$ cat src/hdl/adc_seq_pkg.sv
package adc_seq_pkg;
  localparam int NCH = 4;
  localparam int DATA_W = 24;
  localparam int CT_W = 16;
  localparam int MEM_AW = 4;

  // mode select field codes and position
  localparam logic [2:0] MODE_IDLE = 3'h0;
  localparam logic [2:0] MODE_CONT = 3'h1;
  localparam logic [2:0] MODE_SINGLE = 3'h2;
  localparam logic [2:0] MODE_STBY = 3'h3;
  localparam logic [2:0] MODE_SELF_ZS = 3'h4;
  localparam logic [2:0] MODE_RSVD = 3'h5;
  localparam logic [2:0] MODE_CH_ZS = 3'h6;
  localparam logic [2:0] MODE_CH_FS = 3'h7;
  localparam int MODE_SEL_LSB = 5;
  localparam int CLK_DIS_BIT = 4;

  // register byte addresses; the mode register index is printed as 38h
  localparam logic [5:0] MODE_IDX = 6'h38;
  localparam logic [7:0] MODE_BASE = {MODE_IDX, 2'h0};
  localparam logic [7:0] STATUS_OFS = 8'h00;
  localparam logic [7:0] ENABLE_OFS = 8'h04;
  localparam logic [7:0] CT_BASE = 8'h10;
  localparam logic [7:0] DATA_BASE = 8'h40;
  localparam logic [7:0] CZS_BASE = 8'h50;
  localparam logic [7:0] CFS_BASE = 8'h60;
  localparam logic [7:0] AZS_OFS = 8'h70;

  // word indices inside the result memory
  localparam logic [1:0] MEM_DATA = 2'h0;
  localparam logic [1:0] MEM_CZS = 2'h1;
  localparam logic [1:0] MEM_CFS = 2'h2;
  localparam logic [MEM_AW-1:0] MEM_AZS = 4'hc;

  // values after reset
  localparam logic [7:0] MODE_RST = 8'h00;
  localparam logic [NCH-1:0] ENABLE_RST = 4'h1;
  localparam logic [CT_W-1:0] CT_RST = 16'h0100;
  localparam logic [CT_W-1:0] CNT_ONE = 16'h0001;

  typedef enum logic [1:0] {idle_st, run_st, stby_st} seq_state_type;
endpackage : adc_seq_pkg

$ cat src/hdl/result_mem.sv
`timescale 1ns/1ps
`default_nettype none
// result memory: one write port, one read port with registered data
module result_mem (
  input wire logic clk,
  input wire logic rst_n,
  input wire logic wr_en,
  input wire logic [adc_seq_pkg::MEM_AW-1:0] wr_addr,
  input wire logic [adc_seq_pkg::DATA_W-1:0] wr_data,
  input wire logic rd_en,
  input wire logic [adc_seq_pkg::MEM_AW-1:0] rd_addr,
  output logic [adc_seq_pkg::DATA_W-1:0] rd_data
);
  import adc_seq_pkg::*;

  logic [DATA_W-1:0] mem_r [2**MEM_AW];

  // storage array, no reset needed
  always_ff @(posedge clk) begin
    if (wr_en) begin
      mem_r[wr_addr] <= wr_data;
    end
  end

  // read data leaves from a register
  always_ff @(posedge clk or negedge rst_n) begin
    if (!rst_n) begin
      rd_data <= '0;
    end else if (rd_en) begin
      rd_data <= mem_r[rd_addr];
    end
  end
endmodule : result_mem
`default_nettype wire

$ cat src/hdl/adc_mode_sequencer.sv
`timescale 1ns/1ps
`default_nettype none
// operating-mode sequencer with an apb register slave
module adc_mode_sequencer (
  input wire logic clk,
  input wire logic rst_n,
  input wire logic psel,
  input wire logic penable,
  input wire logic pwrite,
  input wire logic [7:0] paddr,
  input wire logic [31:0] pwdata,
  output logic [31:0] prdata,
  output logic pready,
  output logic pslverr,
  input wire logic [adc_seq_pkg::DATA_W-1:0] conv_result,
  output logic ready_n,
  output logic core_power_down,
  output logic buffer_power_down,
  output logic inputs_shorted,
  output logic conv_active,
  output logic [1:0] conv_channel,
  output logic master_clock_output_pin_en
);
  import adc_seq_pkg::*;

  seq_state_type st_r;
  logic [7:0] mode_r;
  logic [1:0] chan_r;
  logic [CT_W-1:0] cnt_r;
  logic [NCH-1:0] flags_r;
  logic [NCH-1:0] flags_nxt;
  logic [NCH-1:0] en_r;
  logic [CT_W-1:0] ct_r [NCH];
  logic [DATA_W-1:0] res_s1_r;
  logic [DATA_W-1:0] res_s2_r;

  logic setup_ph;
  logic fire;
  logic wr_fire;
  logic rd_fire;
  logic mode_hit;
  logic mode_wr;
  logic mem_hit;
  logic data_rd;
  logic reg_hit;
  logic [31:0] reg_rdata;
  logic [2:0] mode_sel;
  logic [2:0] new_sel;
  logic [1:0] new_chan;
  logic done;
  logic [1:0] nxt_chan;
  logic blocked;
  logic mem_we;
  logic [MEM_AW-1:0] mem_waddr;
  logic [DATA_W-1:0] mem_rdata;

  // next enabled channel after cur, circular; stays on cur if no other
  function automatic logic [1:0] next_chan(input logic [1:0] cur,
                                           input logic [NCH-1:0] en);
    logic [1:0] c;
    next_chan = cur;
    for (int i = NCH - 1; i >= 1; i--) begin
      c = cur + 2'(i);
      if (en[c]) begin
        next_chan = c;
      end
    end
  endfunction : next_chan

  // conversion time as a count, never below one cycle
  function automatic logic [CT_W-1:0] load_cnt(input logic [CT_W-1:0] ct);
    load_cnt = (ct == '0) ? CNT_ONE : ct;
  endfunction : load_cnt

  // converter result comes from outside the clock domain
  always_ff @(posedge clk or negedge rst_n) begin
    if (!rst_n) begin
      res_s1_r <= '0;
      res_s2_r <= '0;
    end else begin
      res_s1_r <= conv_result;
      res_s2_r <= res_s1_r;
    end
  end

  // apb phases: one wait state; register effects on the completing edge, a data read drops results for its whole access phase
  assign setup_ph = psel && !penable;
  assign fire = psel && penable && pready;
  assign wr_fire = fire && pwrite;
  assign rd_fire = fire && !pwrite;

  // address decode
  assign mode_hit = (paddr[7:4] == MODE_BASE[7:4]) && (paddr[1:0] == 2'h0);
  assign mem_hit = (paddr[7:6] == DATA_BASE[7:6]) && (paddr[1:0] == 2'h0)
                   && ((paddr[5:4] != 2'h3) || (paddr[3:2] == 2'h0));
  assign mode_wr = wr_fire && mode_hit;
  assign data_rd = rd_fire && mem_hit && (paddr[5:4] == MEM_DATA);
  assign new_sel = pwdata[MODE_SEL_LSB +: 3];
  assign new_chan = paddr[3:2];

  // readable registers other than the result memory
  always_comb begin
    reg_hit = 1'b1;
    reg_rdata = '0;
    if (paddr == STATUS_OFS) begin
      reg_rdata = {22'h0, st_r, 2'h0, chan_r, flags_r};
    end else if (paddr == ENABLE_OFS) begin
      reg_rdata = {28'h0, en_r};
    end else if (paddr[7:4] == CT_BASE[7:4] && paddr[1:0] == 2'h0) begin
      reg_rdata = {16'h0, ct_r[paddr[3:2]]};
    end else if (paddr == MODE_BASE) begin
      reg_rdata = {24'h0, mode_r};
    end else begin
      reg_hit = 1'b0;
    end
  end

  // answer one cycle into the access phase; memory data is ready by then
  always_ff @(posedge clk or negedge rst_n) begin
    if (!rst_n) begin
      pready <= 1'b0;
      prdata <= '0;
      pslverr <= 1'b0;
    end else if (psel && penable && !pready) begin
      pready <= 1'b1;
      if (pwrite) begin
        prdata <= '0;
        pslverr <= !(mode_hit || paddr == ENABLE_OFS
                     || (paddr[7:4] == CT_BASE[7:4] && paddr[1:0] == 2'h0));
      end else if (mem_hit) begin
        prdata <= {8'h0, mem_rdata};
        pslverr <= 1'b0;
      end else begin
        prdata <= reg_hit ? reg_rdata : 32'h0;
        pslverr <= !reg_hit;
      end
    end else begin
      pready <= 1'b0;
      prdata <= '0;
      pslverr <= 1'b0;
    end
  end

  // software-written channel enables
  always_ff @(posedge clk or negedge rst_n) begin
    if (!rst_n) begin
      en_r <= ENABLE_RST;
    end else if (wr_fire && paddr == ENABLE_OFS) begin
      en_r <= pwdata[NCH-1:0];
    end
  end

  // software-written conversion times, one per channel, in clock cycles
  always_ff @(posedge clk or negedge rst_n) begin
    if (!rst_n) begin
      for (int i = 0; i < NCH; i++) begin
        ct_r[i] <= CT_RST;
      end
    end else if (wr_fire && paddr[7:4] == CT_BASE[7:4] && paddr[1:0] == 2'h0) begin
      ct_r[paddr[3:2]] <= pwdata[CT_W-1:0];
    end
  end

  // decoded select field, completion and the channel that follows
  assign mode_sel = mode_r[MODE_SEL_LSB +: 3];
  assign done = (st_r == run_st) && (cnt_r == CNT_ONE);
  assign nxt_chan = next_chan(chan_r, en_r);
  // a result landing on the data word being read is dropped
  assign blocked = psel && penable && !pwrite && mem_hit
                   && (paddr[5:4] == MEM_DATA) && (paddr[3:2] == chan_r);

  // mode register: host writes it, a finished one-shot operation clears the select field
  always_ff @(posedge clk or negedge rst_n) begin
    if (!rst_n) begin
      mode_r <= MODE_RST;
    end else if (mode_wr) begin
      mode_r <= pwdata[7:0];
    end else if (done && (mode_sel != MODE_CONT)) begin
      mode_r[MODE_SEL_LSB +: 3] <= MODE_IDLE;
    end
  end

  // sequencer state follows the written select code
  always_ff @(posedge clk or negedge rst_n) begin
    if (!rst_n) begin
      st_r <= idle_st;
    end else if (mode_wr) begin
      unique case (new_sel)
        MODE_CONT, MODE_SINGLE, MODE_SELF_ZS, MODE_CH_ZS, MODE_CH_FS: begin
          st_r <= run_st;
        end
        MODE_STBY: begin
          st_r <= stby_st;
        end
        MODE_IDLE, MODE_RSVD: begin
          st_r <= idle_st;
        end
      endcase
    end else if (done && (mode_sel != MODE_CONT)) begin
      st_r <= idle_st;
    end
  end

  // channel being worked on: picked by the write, stepped in continuous mode
  always_ff @(posedge clk or negedge rst_n) begin
    if (!rst_n) begin
      chan_r <= 2'h0;
    end else if (mode_wr) begin
      chan_r <= new_chan;
    end else if (done && (mode_sel == MODE_CONT)) begin
      chan_r <= nxt_chan;
    end
  end

  // conversion time counter, reloaded for every channel
  always_ff @(posedge clk or negedge rst_n) begin
    if (!rst_n) begin
      cnt_r <= CNT_ONE;
    end else if (mode_wr) begin
      cnt_r <= load_cnt(ct_r[new_chan]);
    end else if (done && (mode_sel == MODE_CONT)) begin
      cnt_r <= load_cnt(ct_r[nxt_chan]);
    end else if ((st_r == run_st) && !done) begin
      cnt_r <= cnt_r - CNT_ONE;
    end
  end

  // where a finished operation leaves its result
  always_comb begin
    mem_we = 1'b0;
    mem_waddr = {MEM_DATA, chan_r};
    if (done && !mode_wr) begin
      unique case (mode_sel)
        MODE_CONT, MODE_SINGLE: begin
          mem_we = !blocked;
        end
        MODE_SELF_ZS: begin
          mem_we = 1'b1;
          mem_waddr = MEM_AZS;
        end
        MODE_CH_ZS: begin
          mem_we = 1'b1;
          mem_waddr = {MEM_CZS, chan_r};
        end
        MODE_CH_FS: begin
          mem_we = 1'b1;
          mem_waddr = {MEM_CFS, chan_r};
        end
        default: begin
          mem_we = 1'b0;
        end
      endcase
    end
  end

  // ready flags: mode write clears all, data read clears one, results set
  always_comb begin
    flags_nxt = flags_r;
    if (data_rd) begin
      flags_nxt[paddr[3:2]] = 1'b0;
    end
    if (done && !mode_wr) begin
      if (mode_sel == MODE_CONT || mode_sel == MODE_SINGLE) begin
        if (!blocked) begin
          flags_nxt[chan_r] = 1'b1;
        end
      end else begin
        flags_nxt = '1;
      end
    end
    if (mode_wr) begin
      flags_nxt = '0;
    end
  end

  // ready flag register
  always_ff @(posedge clk or negedge rst_n) begin
    if (!rst_n) begin
      flags_r <= '0;
    end else begin
      flags_r <= flags_nxt;
    end
  end

  // ready pin is low while any flag is set, on the same edge as the flags
  always_ff @(posedge clk or negedge rst_n) begin
    if (!rst_n) begin
      ready_n <= 1'b1;
    end else begin
      ready_n <= ~|flags_nxt;
    end
  end

  // standby powers down the core and the input buffer; the bus keeps working
  always_ff @(posedge clk or negedge rst_n) begin
    if (!rst_n) begin
      core_power_down <= 1'b0;
      buffer_power_down <= 1'b0;
    end else begin
      core_power_down <= (st_r == stby_st);
      buffer_power_down <= (st_r == stby_st);
    end
  end

  // operation running, and inputs shorted during self-calibration
  always_ff @(posedge clk or negedge rst_n) begin
    if (!rst_n) begin
      inputs_shorted <= 1'b0;
      conv_active <= 1'b0;
    end else begin
      inputs_shorted <= (st_r == run_st) && (mode_sel == MODE_SELF_ZS);
      conv_active <= (st_r == run_st);
    end
  end

  // channel shown to the converter front end
  always_ff @(posedge clk or negedge rst_n) begin
    if (!rst_n) begin
      conv_channel <= 2'h0;
    end else begin
      conv_channel <= chan_r;
    end
  end

  // clock output follows its disable bit in every mode
  always_ff @(posedge clk or negedge rst_n) begin
    if (!rst_n) begin
      master_clock_output_pin_en <= 1'b1;
    end else begin
      master_clock_output_pin_en <= !mode_r[CLK_DIS_BIT];
    end
  end

  // results and calibration words live in the memory
  result_mem u_mem (
    .clk(clk),
    .rst_n(rst_n),
    .wr_en(mem_we),
    .wr_addr(mem_waddr),
    .wr_data(res_s2_r),
    .rd_en(setup_ph),
    .rd_addr(paddr[5:2]),
    .rd_data(mem_rdata)
  );
endmodule : adc_mode_sequencer
`default_nettype wire

$ cat config.mk
export PLATFORM = sky130hd
export DESIGN_NAME = adc_mode_sequencer
export DESIGN_NICKNAME = d
export VERILOG_FILES = /design/src/hdl/adc_seq_pkg.sv /design/src/hdl/result_mem.sv /design/src/hdl/adc_mode_sequencer.sv
export SDC_FILE = /design/constraint.sdc
export NUM_CORES = 1
export LEC_CHECK = 0
export BUFFER_PORTS_ARGS = -buffer_cell sky130_fd_sc_hd__buf_2
export CAP_MARGIN = 10
export CORE_MARGIN = 1
export CORE_UTILIZATION = 40
export DETAILED_ROUTE_END_ITERATION = 6
export PLACE_DENSITY = 0.67
export REMOVE_ABC_BUFFERS = 1
export SYNTH_ARGS = -nofsm -noshare
export SYNTH_HDL_FRONTEND = slang
export SYNTH_SLANG_ARGS = --single-unit
$ cat constraint.sdc
create_clock -name clk -period 5.87 [get_ports clk]
set_input_delay 1.174 -clock clk [delete_from_list [all_inputs] [get_ports clk]]
set_output_delay 1.174 -clock clk [all_outputs]
set_load 0.03 [all_outputs]
# Word-level counts from Yosys, hierarchy flattened
# Memory sizes are Yosys's and may differ from the RTL's. A register that Yosys moved wholly into a read port is not among the register bits.
# Cells that the tools add are included.
dict set report totals {
  register_bits 189
  mem_bits_rw 384
  mem_bits_ro 16
  output_inout_bits 42
  memories 2
}
# name words width rd rd_ports_with_merged_regs wr line
set mem_list {}
lappend mem_list {u_mem.mem_r 16 24 1 1 1 result_mem.sv:16} ;# logic [DATA_W-1:0] mem_r [2**MEM_AW];
lappend mem_list {{(name not given)} 8 2 1 0 0 adc_mode_sequencer.sv:188} ;# unique case (new_sel)
dict set report op_classes {
  add_sub_neg 4
  n_lt_le_gt_ge 10
  n_eq_ne 16
  muxes 60
  bitwise_logic 5
  n_reduce_logical 56
}
# cell n
set ops {}
lappend ops {{16-bit 2-to-1 mux} 12}
lappend ops {{32-bit 2-to-1 mux} 5}
lappend ops {{16-bit binary-select mux with 2-bit select} 2}
lappend ops {{64-bit bitwise mux} 1}
lappend ops {{16-bit demux with 2-bit select} 1}
lappend ops {{16-bit logical NOT} 2}
lappend ops {{1-bit logical AND} 29}
lappend ops {{4-bit 2-to-1 mux} 6}
lappend ops {{16-bit by 1-bit == test with 1-bit output (second input constant)} 1}
lappend ops {{1-bit 2-to-1 mux} 16}
lappend ops {{16-bit by 1-bit subtractor with 16-bit output (second input constant)} 1}
lappend ops {{2-bit by 3-bit < comparator with 1-bit output (second input constant)} 5}
lappend ops {{2-bit 2-to-1 mux} 7}
lappend ops {{4-bit case mux with 3 select lines} 1}
lappend ops {{1-bit logical NOT} 11}
lappend ops {{3-bit == test (second input constant)} 3}
lappend ops {{8-bit by 3-bit == test with 1-bit output (second input constant)} 1}
lappend ops {{8-bit == test (second input constant)} 1}
lappend ops {{8-bit logical NOT} 1}
lappend ops {{8-bit 2-to-1 mux} 1}
lappend ops {{1-bit binary-select mux with 2-bit select} 3}
lappend ops {{3-bit >= comparator (second input constant)} 2}
lappend ops {{2-bit logical NOT} 3}
lappend ops {{3-bit 2-to-1 mux} 2}
lappend ops {{other kinds (25)} 34}

# Logic depth before layout (Yosys ltp)
dict set report depth {
  depth_word 14
  mapped_depth 13
  depth_no_buf 10
}

# Cells and area by module
# A second synthesis with hierarchy kept.
dict set report hier_totals {
  cells_unflattened 1334
  hier_area_um2 24049.3
}
# mod n_inst cells_each area_per_inst_um2
set modules_own_cells {}
lappend modules_own_cells {result_mem 1 664 15646.3}
lappend modules_own_cells {adc_mode_sequencer 1 670 8403.1}

# Least setup slack after synthesis
# No wires, ideal clock.
dict set report synth_timing {
  kind {in2reg}
  startpoint {in paddr[5]}
  endpoint {mem u_mem.mem_r[0][0], enable pin}
  setup_ns 0.413
  arrival_ns 3.482
  t_required_ns 5.457
  path_slack_ns 1.975
  cell_stages 8
  path_cell_list {buf_2 -> nand3_1 -> or2_2 -> clkbuf_8 -> and2_1 -> clkbuf_1 -> nand3_1 -> a21oi_1}
}
dict set report synth_between {
  elab_chain_len 11
}
# item line
set synth_lines {}
lappend synth_lines {{start: declaration} adc_mode_sequencer.sv:10} ;# input wire logic [7:0] paddr,
lappend synth_lines {{2-bit inequality test} adc_mode_sequencer.sv:95} ;# && ((paddr[5:4] != 2'h3) || (paddr[3:2] == 2'h0));
lappend synth_lines {{1-bit logical OR} adc_mode_sequencer.sv:95}
lappend synth_lines {{1-bit logical AND} adc_mode_sequencer.sv:95}
lappend synth_lines {{1-bit logical AND} adc_mode_sequencer.sv:169} ;# assign blocked = psel && penable && !pwrite && mem_hit
lappend synth_lines {{1-bit logical AND (2 in a row)} adc_mode_sequencer.sv:170} ;# && (paddr[5:4] == MEM_DATA) && (paddr[3:2] == chan_r);
lappend synth_lines {{1-bit logical NOT} -}
lappend synth_lines {{1-bit case mux with 2 select lines} adc_mode_sequencer.sv:233} ;# unique case (mode_sel)
lappend synth_lines {{1-bit 2-to-1 mux} adc_mode_sequencer.sv:232} ;# if (done && !mode_wr) begin
lappend synth_lines {{1-bit 2-to-1 mux} result_mem.sv:20} ;# if (wr_en) begin
lappend synth_lines {{1-bit 2-to-1 mux (implied by the code)} result_mem.sv:21} ;# mem_r[wr_addr] <= wr_data;
lappend synth_lines {{end: declaration} result_mem.sv:16}
# Several ways; a longest one is shown, not always the timed one.

# Worst setup path in the final report
dict set report layout_timing {
  startpoint {reg cnt_r[5]}
  endpoint {mem u_mem.mem_r[6][13], enable pin}
}
dict set report layout_between {
  elab_chain_len 6
}
# item line
set layout_lines {}
lappend layout_lines {{start: declaration} adc_mode_sequencer.sv:29} ;# logic [CT_W-1:0] cnt_r;
lappend layout_lines {{start signal: assignment} adc_mode_sequencer.sv:220} ;# cnt_r <= load_cnt(ct_r[new_chan]);
lappend layout_lines {{start signal: assignment} adc_mode_sequencer.sv:222} ;# cnt_r <= load_cnt(ct_r[nxt_chan]);
lappend layout_lines {{start signal: assignment} adc_mode_sequencer.sv:224} ;# cnt_r <= cnt_r - CNT_ONE;
lappend layout_lines {{16-bit by 1-bit == test with 1-bit output *} adc_mode_sequencer.sv:166} ;# assign done = (st_r == run_st) && (cnt_r == CNT_ONE);
lappend layout_lines {{1-bit logical AND *} adc_mode_sequencer.sv:166}
lappend layout_lines {{1-bit logical AND *} adc_mode_sequencer.sv:232}
lappend layout_lines {{1-bit 2-to-1 mux} adc_mode_sequencer.sv:232}
lappend layout_lines {{1-bit 2-to-1 mux} result_mem.sv:20}
lappend layout_lines {{1-bit 2-to-1 mux (implied by the code)} result_mem.sv:21}
# Mark *: on every way between the ends. The rest lies on a longest branch, timed or not.

==> results.py <==
metrics = {
    "global_routing": {
        "grt.met1_usage_pct": 23.8,
        "track_usage_pct": 17.3,
        "first_global_vias": 12800,
        "grt-busiest-layer": "met2",
        "grt_first_pass_wirelength_mm": 78.1,
        "grt_use_met2_pct": 28.0,
        "global_route.usage.met3_pct": 3.46,
        "grt_start_max_net_pins": 148,
        "antenna_found_initial": 1,
        "grt_overflow_total": 0,
    },
    "sta": {
        "setup-tns-final_ns": 0,
        "maxSlewViolCount": 0,
        "timing.final.hold_violations": 0,
        "finalSetupViolCount": 0,
        "finClkSkew_ns": 0.0285,
        "worst_hold_slack_ns": 0.347,
        "finalCritPeriodShare_pct": 73.6,
        "timing.slew.headroom_pct": 26.9,
        "worst_slew_pin_slew_ns": 1.09,
        "finalWorstPathRequiredPeriod_ns": 4.32,
        "grt_setup_unrepaired": "no",
        "fmax_mhz": 232,
    },
    "floorplan": {
        "fp-row-count": 89,
        "die-area_mm2": 0.0605,
        "boundaryPins": 111,
        "core_region_area_mm2": 0.0589,
        "starting_density_of_the_core_pct": 40.4,
        "die-width_um": 246,
        "die_h_um": 246,
    },
    "routing": {
        "dr.first_iter.drc_count": 1063,
        "route.detailed.drc": 0,
        "drt.antenna.violating_nets": 0,
        "routed_wirelength_mm": 50.8,
        "vias_after_detailed_routing": 12400,
        "avgViaCountPerCell": 5.34,
        "first_pass_iters": 7,
        "wl_per_cell_um": 21.9,
    },
    "clock_network": {
        "cts.root.buffer_cell": "sky130_fd_sc_hd__clkbuf_16",
        "number_of_clock_sinks": 589,
        "cts_max_level": 2,
        "bufs_on_longest_clock_path": 3,
        "clk_latency_ns": 0.63,
        "setup_fix_buffers_added_after_clock_tree_synthesis": 0,
        "post_cts_hold_buffer_count": 0,
        "cts_inserted_buffers": 60,
        "tritoncts": "done",
        "post_cts.resized_instances": 0,
        "path_clk_slew_ns": 0.06,
    },
    "worst_setup_path": {
        "cp_max_fo": 14,
        "path_common_cell": "sky130_fd_sc_hd__nand4b_1",
        "startpoint_type": "register",
        "worst_path_arrival_ns": 4.61,
        "worst_setup_path_end_kind": "register",
        "timing.critical_path.slowest_stage_cell": "sky130_fd_sc_hd__nor4_1",
        "timing.critical_path.cells": "nor4_1, nand4b_1, nor3_2, and2_1, nand4b_1, nor2_2, buf_4",
        "setup.worst_path.class": "register to register",
        "worst_path_largest_cell_delay_ns": 0.82,
        "worst_path_required_ns": 6.16,
    },
    "power_and_ir_drop": {
        "power_after_layout_mw": 9.14,
        "total_leakage_power_nw": 10.5,
        "worst_ir_drop_vdd_mv": 0.275,
        "power.density_mw_per_mm2": 334,
    },
    "layout": {
        "mostFrequentLayoutCell": "sky130_fd_sc_hd__edfxtp_1",
        "layout.area.seq_mm2": 0.0167,
        "fillers": 5012,
        "multi_input_comb_area_mm2": 0.00703,
        "layout.nets": 1567,
        "proportion_of_layout_cells_with_a_drive_suffix_above_1_pct": 30.7,
        "layout.cells.most_common_list": "384 x sky130_fd_sc_hd__edfxtp_1, 197 x sky130_fd_sc_hd__dfrtp_1, 121 x sky130_fd_sc_hd__mux4_2",
        "synth_to_final_area_change_pct": 15.2,
    },
    "run_status": {
        "status": "finished, final reports clean",
    },
    "synthesis": {
        "syn_inst": 1314,
        "postSynthAreaPerCell_um2": 18.1,
        "synth.distinct_cells": 64,
        "synth-edff-count": 384,
        "yosys_most_used_dff": "sky130_fd_sc_hd__edfxtp_1",
        "synth.yosys.seq_area_share_pct": 70.0,
        "synth_seq_cells": 589,
        "yosysWarningCount": 0,
        "synth-async-reset-ratio_pct": 34.8,
        "synth_area_mm2": 0.0238,
    },
    "placement": {
        "io_buffers": 86,
        "place_hpwl_mm": 30.2,
        "globalplace.congestion": 0.885,
    },
    "flow_run": {
        "maxCapViolations": 0,
    },
    "hold_path": {
        "hold_path.class": "register to register",
    },
}
## registers in the layout, indices dropped and copies added, names as in the netlist, 8 cells and up
| signal | flops |
|---|---|
| cnt_r | 16 |
| res_s1_r | 24 |
| prdata | 24 |
| ct_r | 64 |
| mode_r | 8 |
| u_mem.rd_data | 24 |
| u_mem.mem_r | 384 |
| res_s2_r | 24 |
## synthesized netlist by cell type, types with 4 or more instances
master	number	area, um2
sky130_fd_sc_hd__mux2_2	106	1190
sky130_fd_sc_hd__and3_1	11	68.8
sky130_fd_sc_hd__clkbuf_1	32	120
sky130_fd_sc_hd__a32o_1	4	40.0
sky130_fd_sc_hd__buf_1	7	26.3
sky130_fd_sc_hd__a222oi_1	9	90.1
sky130_fd_sc_hd__nor3_1	13	65.1
sky130_fd_sc_hd__nor2_1	68	255
sky130_fd_sc_hd__a21oi_1	15	75.1
sky130_fd_sc_hd__or4_1	5	37.5
sky130_fd_sc_hd__or3_1	6	37.5
sky130_fd_sc_hd__mux4_2	121	2730
sky130_fd_sc_hd__buf_2	19	95.1
sky130_fd_sc_hd__o22ai_1	4	25.0
sky130_fd_sc_hd__nand2_1	79	297
sky130_fd_sc_hd__o211ai_1	7	52.6
sky130_fd_sc_hd__a31oi_1	11	68.8
sky130_fd_sc_hd__nor2b_1	6	37.5
sky130_fd_sc_hd__inv_1	13	48.8
sky130_fd_sc_hd__mux4_1	13	342
sky130_fd_sc_hd__or2_2	4	25.0
sky130_fd_sc_hd__edfxtp_1	384	11500
sky130_fd_sc_hd__buf_4	11	82.6
sky130_fd_sc_hd__mux2i_1	27	270
sky130_fd_sc_hd__dfrtp_1	197	4930
sky130_fd_sc_hd__dfstp_2	8	210
sky130_fd_sc_hd__nand2b_1	5	31.3
sky130_fd_sc_hd__nor4_1	12	75.1
sky130_fd_sc_hd__nand3_1	8	40.0
sky130_fd_sc_hd__o21ai_0	26	130
sky130_fd_sc_hd__xor2_1	5	43.8
sky130_fd_sc_hd__xnor2_1	7	61.3
sky130_fd_sc_hd__ha_1	8	100
sky130_fd_sc_hd__a22oi_1	15	113
## report_power, final
group,switching (mW),internal (mW),total [mW]
combinational,0.328,0.269,0.597
clock,1.57,2.29,3.86
sequential,0.113,4.57,4.68
## path summary, 6_finish.rpt
kind	startpoint	cells past startpoint	endpoint	slack, ns
max	cnt_r[5]$_DFFE_PN0P_	7	u_mem.mem_r[6][13]$_DFFE_PP_	1.55
min	res_s1_r[19]$_DFF_PN0_	0	res_s2_r[19]$_DFF_PN0_	0.35
max reg2reg	cnt_r[5]$_DFFE_PN0P_	7	u_mem.mem_r[6][13]$_DFFE_PP_	1.55
min reg2reg	res_s1_r[19]$_DFF_PN0_	0	res_s2_r[19]$_DFF_PN0_	0.35
max in group asynchronous	rst_n	2	res_s2_r[13]$_DFF_PN0_	4.18
min in group asynchronous	rst_n	1	u_mem.rd_data[7]$_DFFE_PN0P_	0.50
## cell type report
| class | instances | share of cell area [%] |
|---|---|---|
| diodes | 2 | 0.0183 |
| clock buffers | 85 | 6.23 |
| clock inverters | 29 | 1.15 |
| inverters | 13 | 0.178 |
| multi-input cells | 715 | 25.7 |
| flip-flops and latches | 589 | 60.8 |
| well taps | 773 | 3.53 |
| repair buffers | 111 | 2.42 |
## stage by stage
stage / utilization (%) / instance area (um2) / setup WS, ns / cells
2_1_floorplan: - / 23700 / 1.17 / 1317
3_3_place_gp: 43.1 / 25400 / 1.61 / 2201
3_5_place_dp: 43.1 / 25400 / 1.53 / 2201
4_1_cts: 46.5 / 27400 / 1.62 / 2315
5_1_grt: 46.5 / 27400 / 1.20 / 2315
6_report: 46.5 / 27400 / 1.55 / 2317
## cell families (layout without fill, tap and decap cells)
logic type | Yosys count | in the layout | share of synthesized area [%]
flip-flops | 589 | 589 | 70.0
adder cells (fa/ha/maj) | 8 | 8 | 0.421
AO/OA/AOI/OAI | 105 | 105 | 3.04
multiplexers | 269 | 269 | 19.2
buffers and inverters | 89 | 238 | 1.95
AND/OR/NAND/NOR | 241 | 241 | 4.85
other | 1 | 82 | 0.0158
XOR/XNOR | 12 | 12 | 0.442
## worst max-delay path: cells and delay by family (launching register included)
family                 cells  cell delay [ns]
buffers and inverters      1             0.42
flip-flops                 1             0.41
AND/OR/NAND/NOR            6             3.14
## per-layer routing
layer | routed length (um) | up-vias
li1 | - | 5472
met1 | 22000 | 6444
met2 | 24900 | 379
met3 | 3100 | 71
met4 | 850 | 0
met5 | 0 | -
Power figures use the tool's default switching activity.
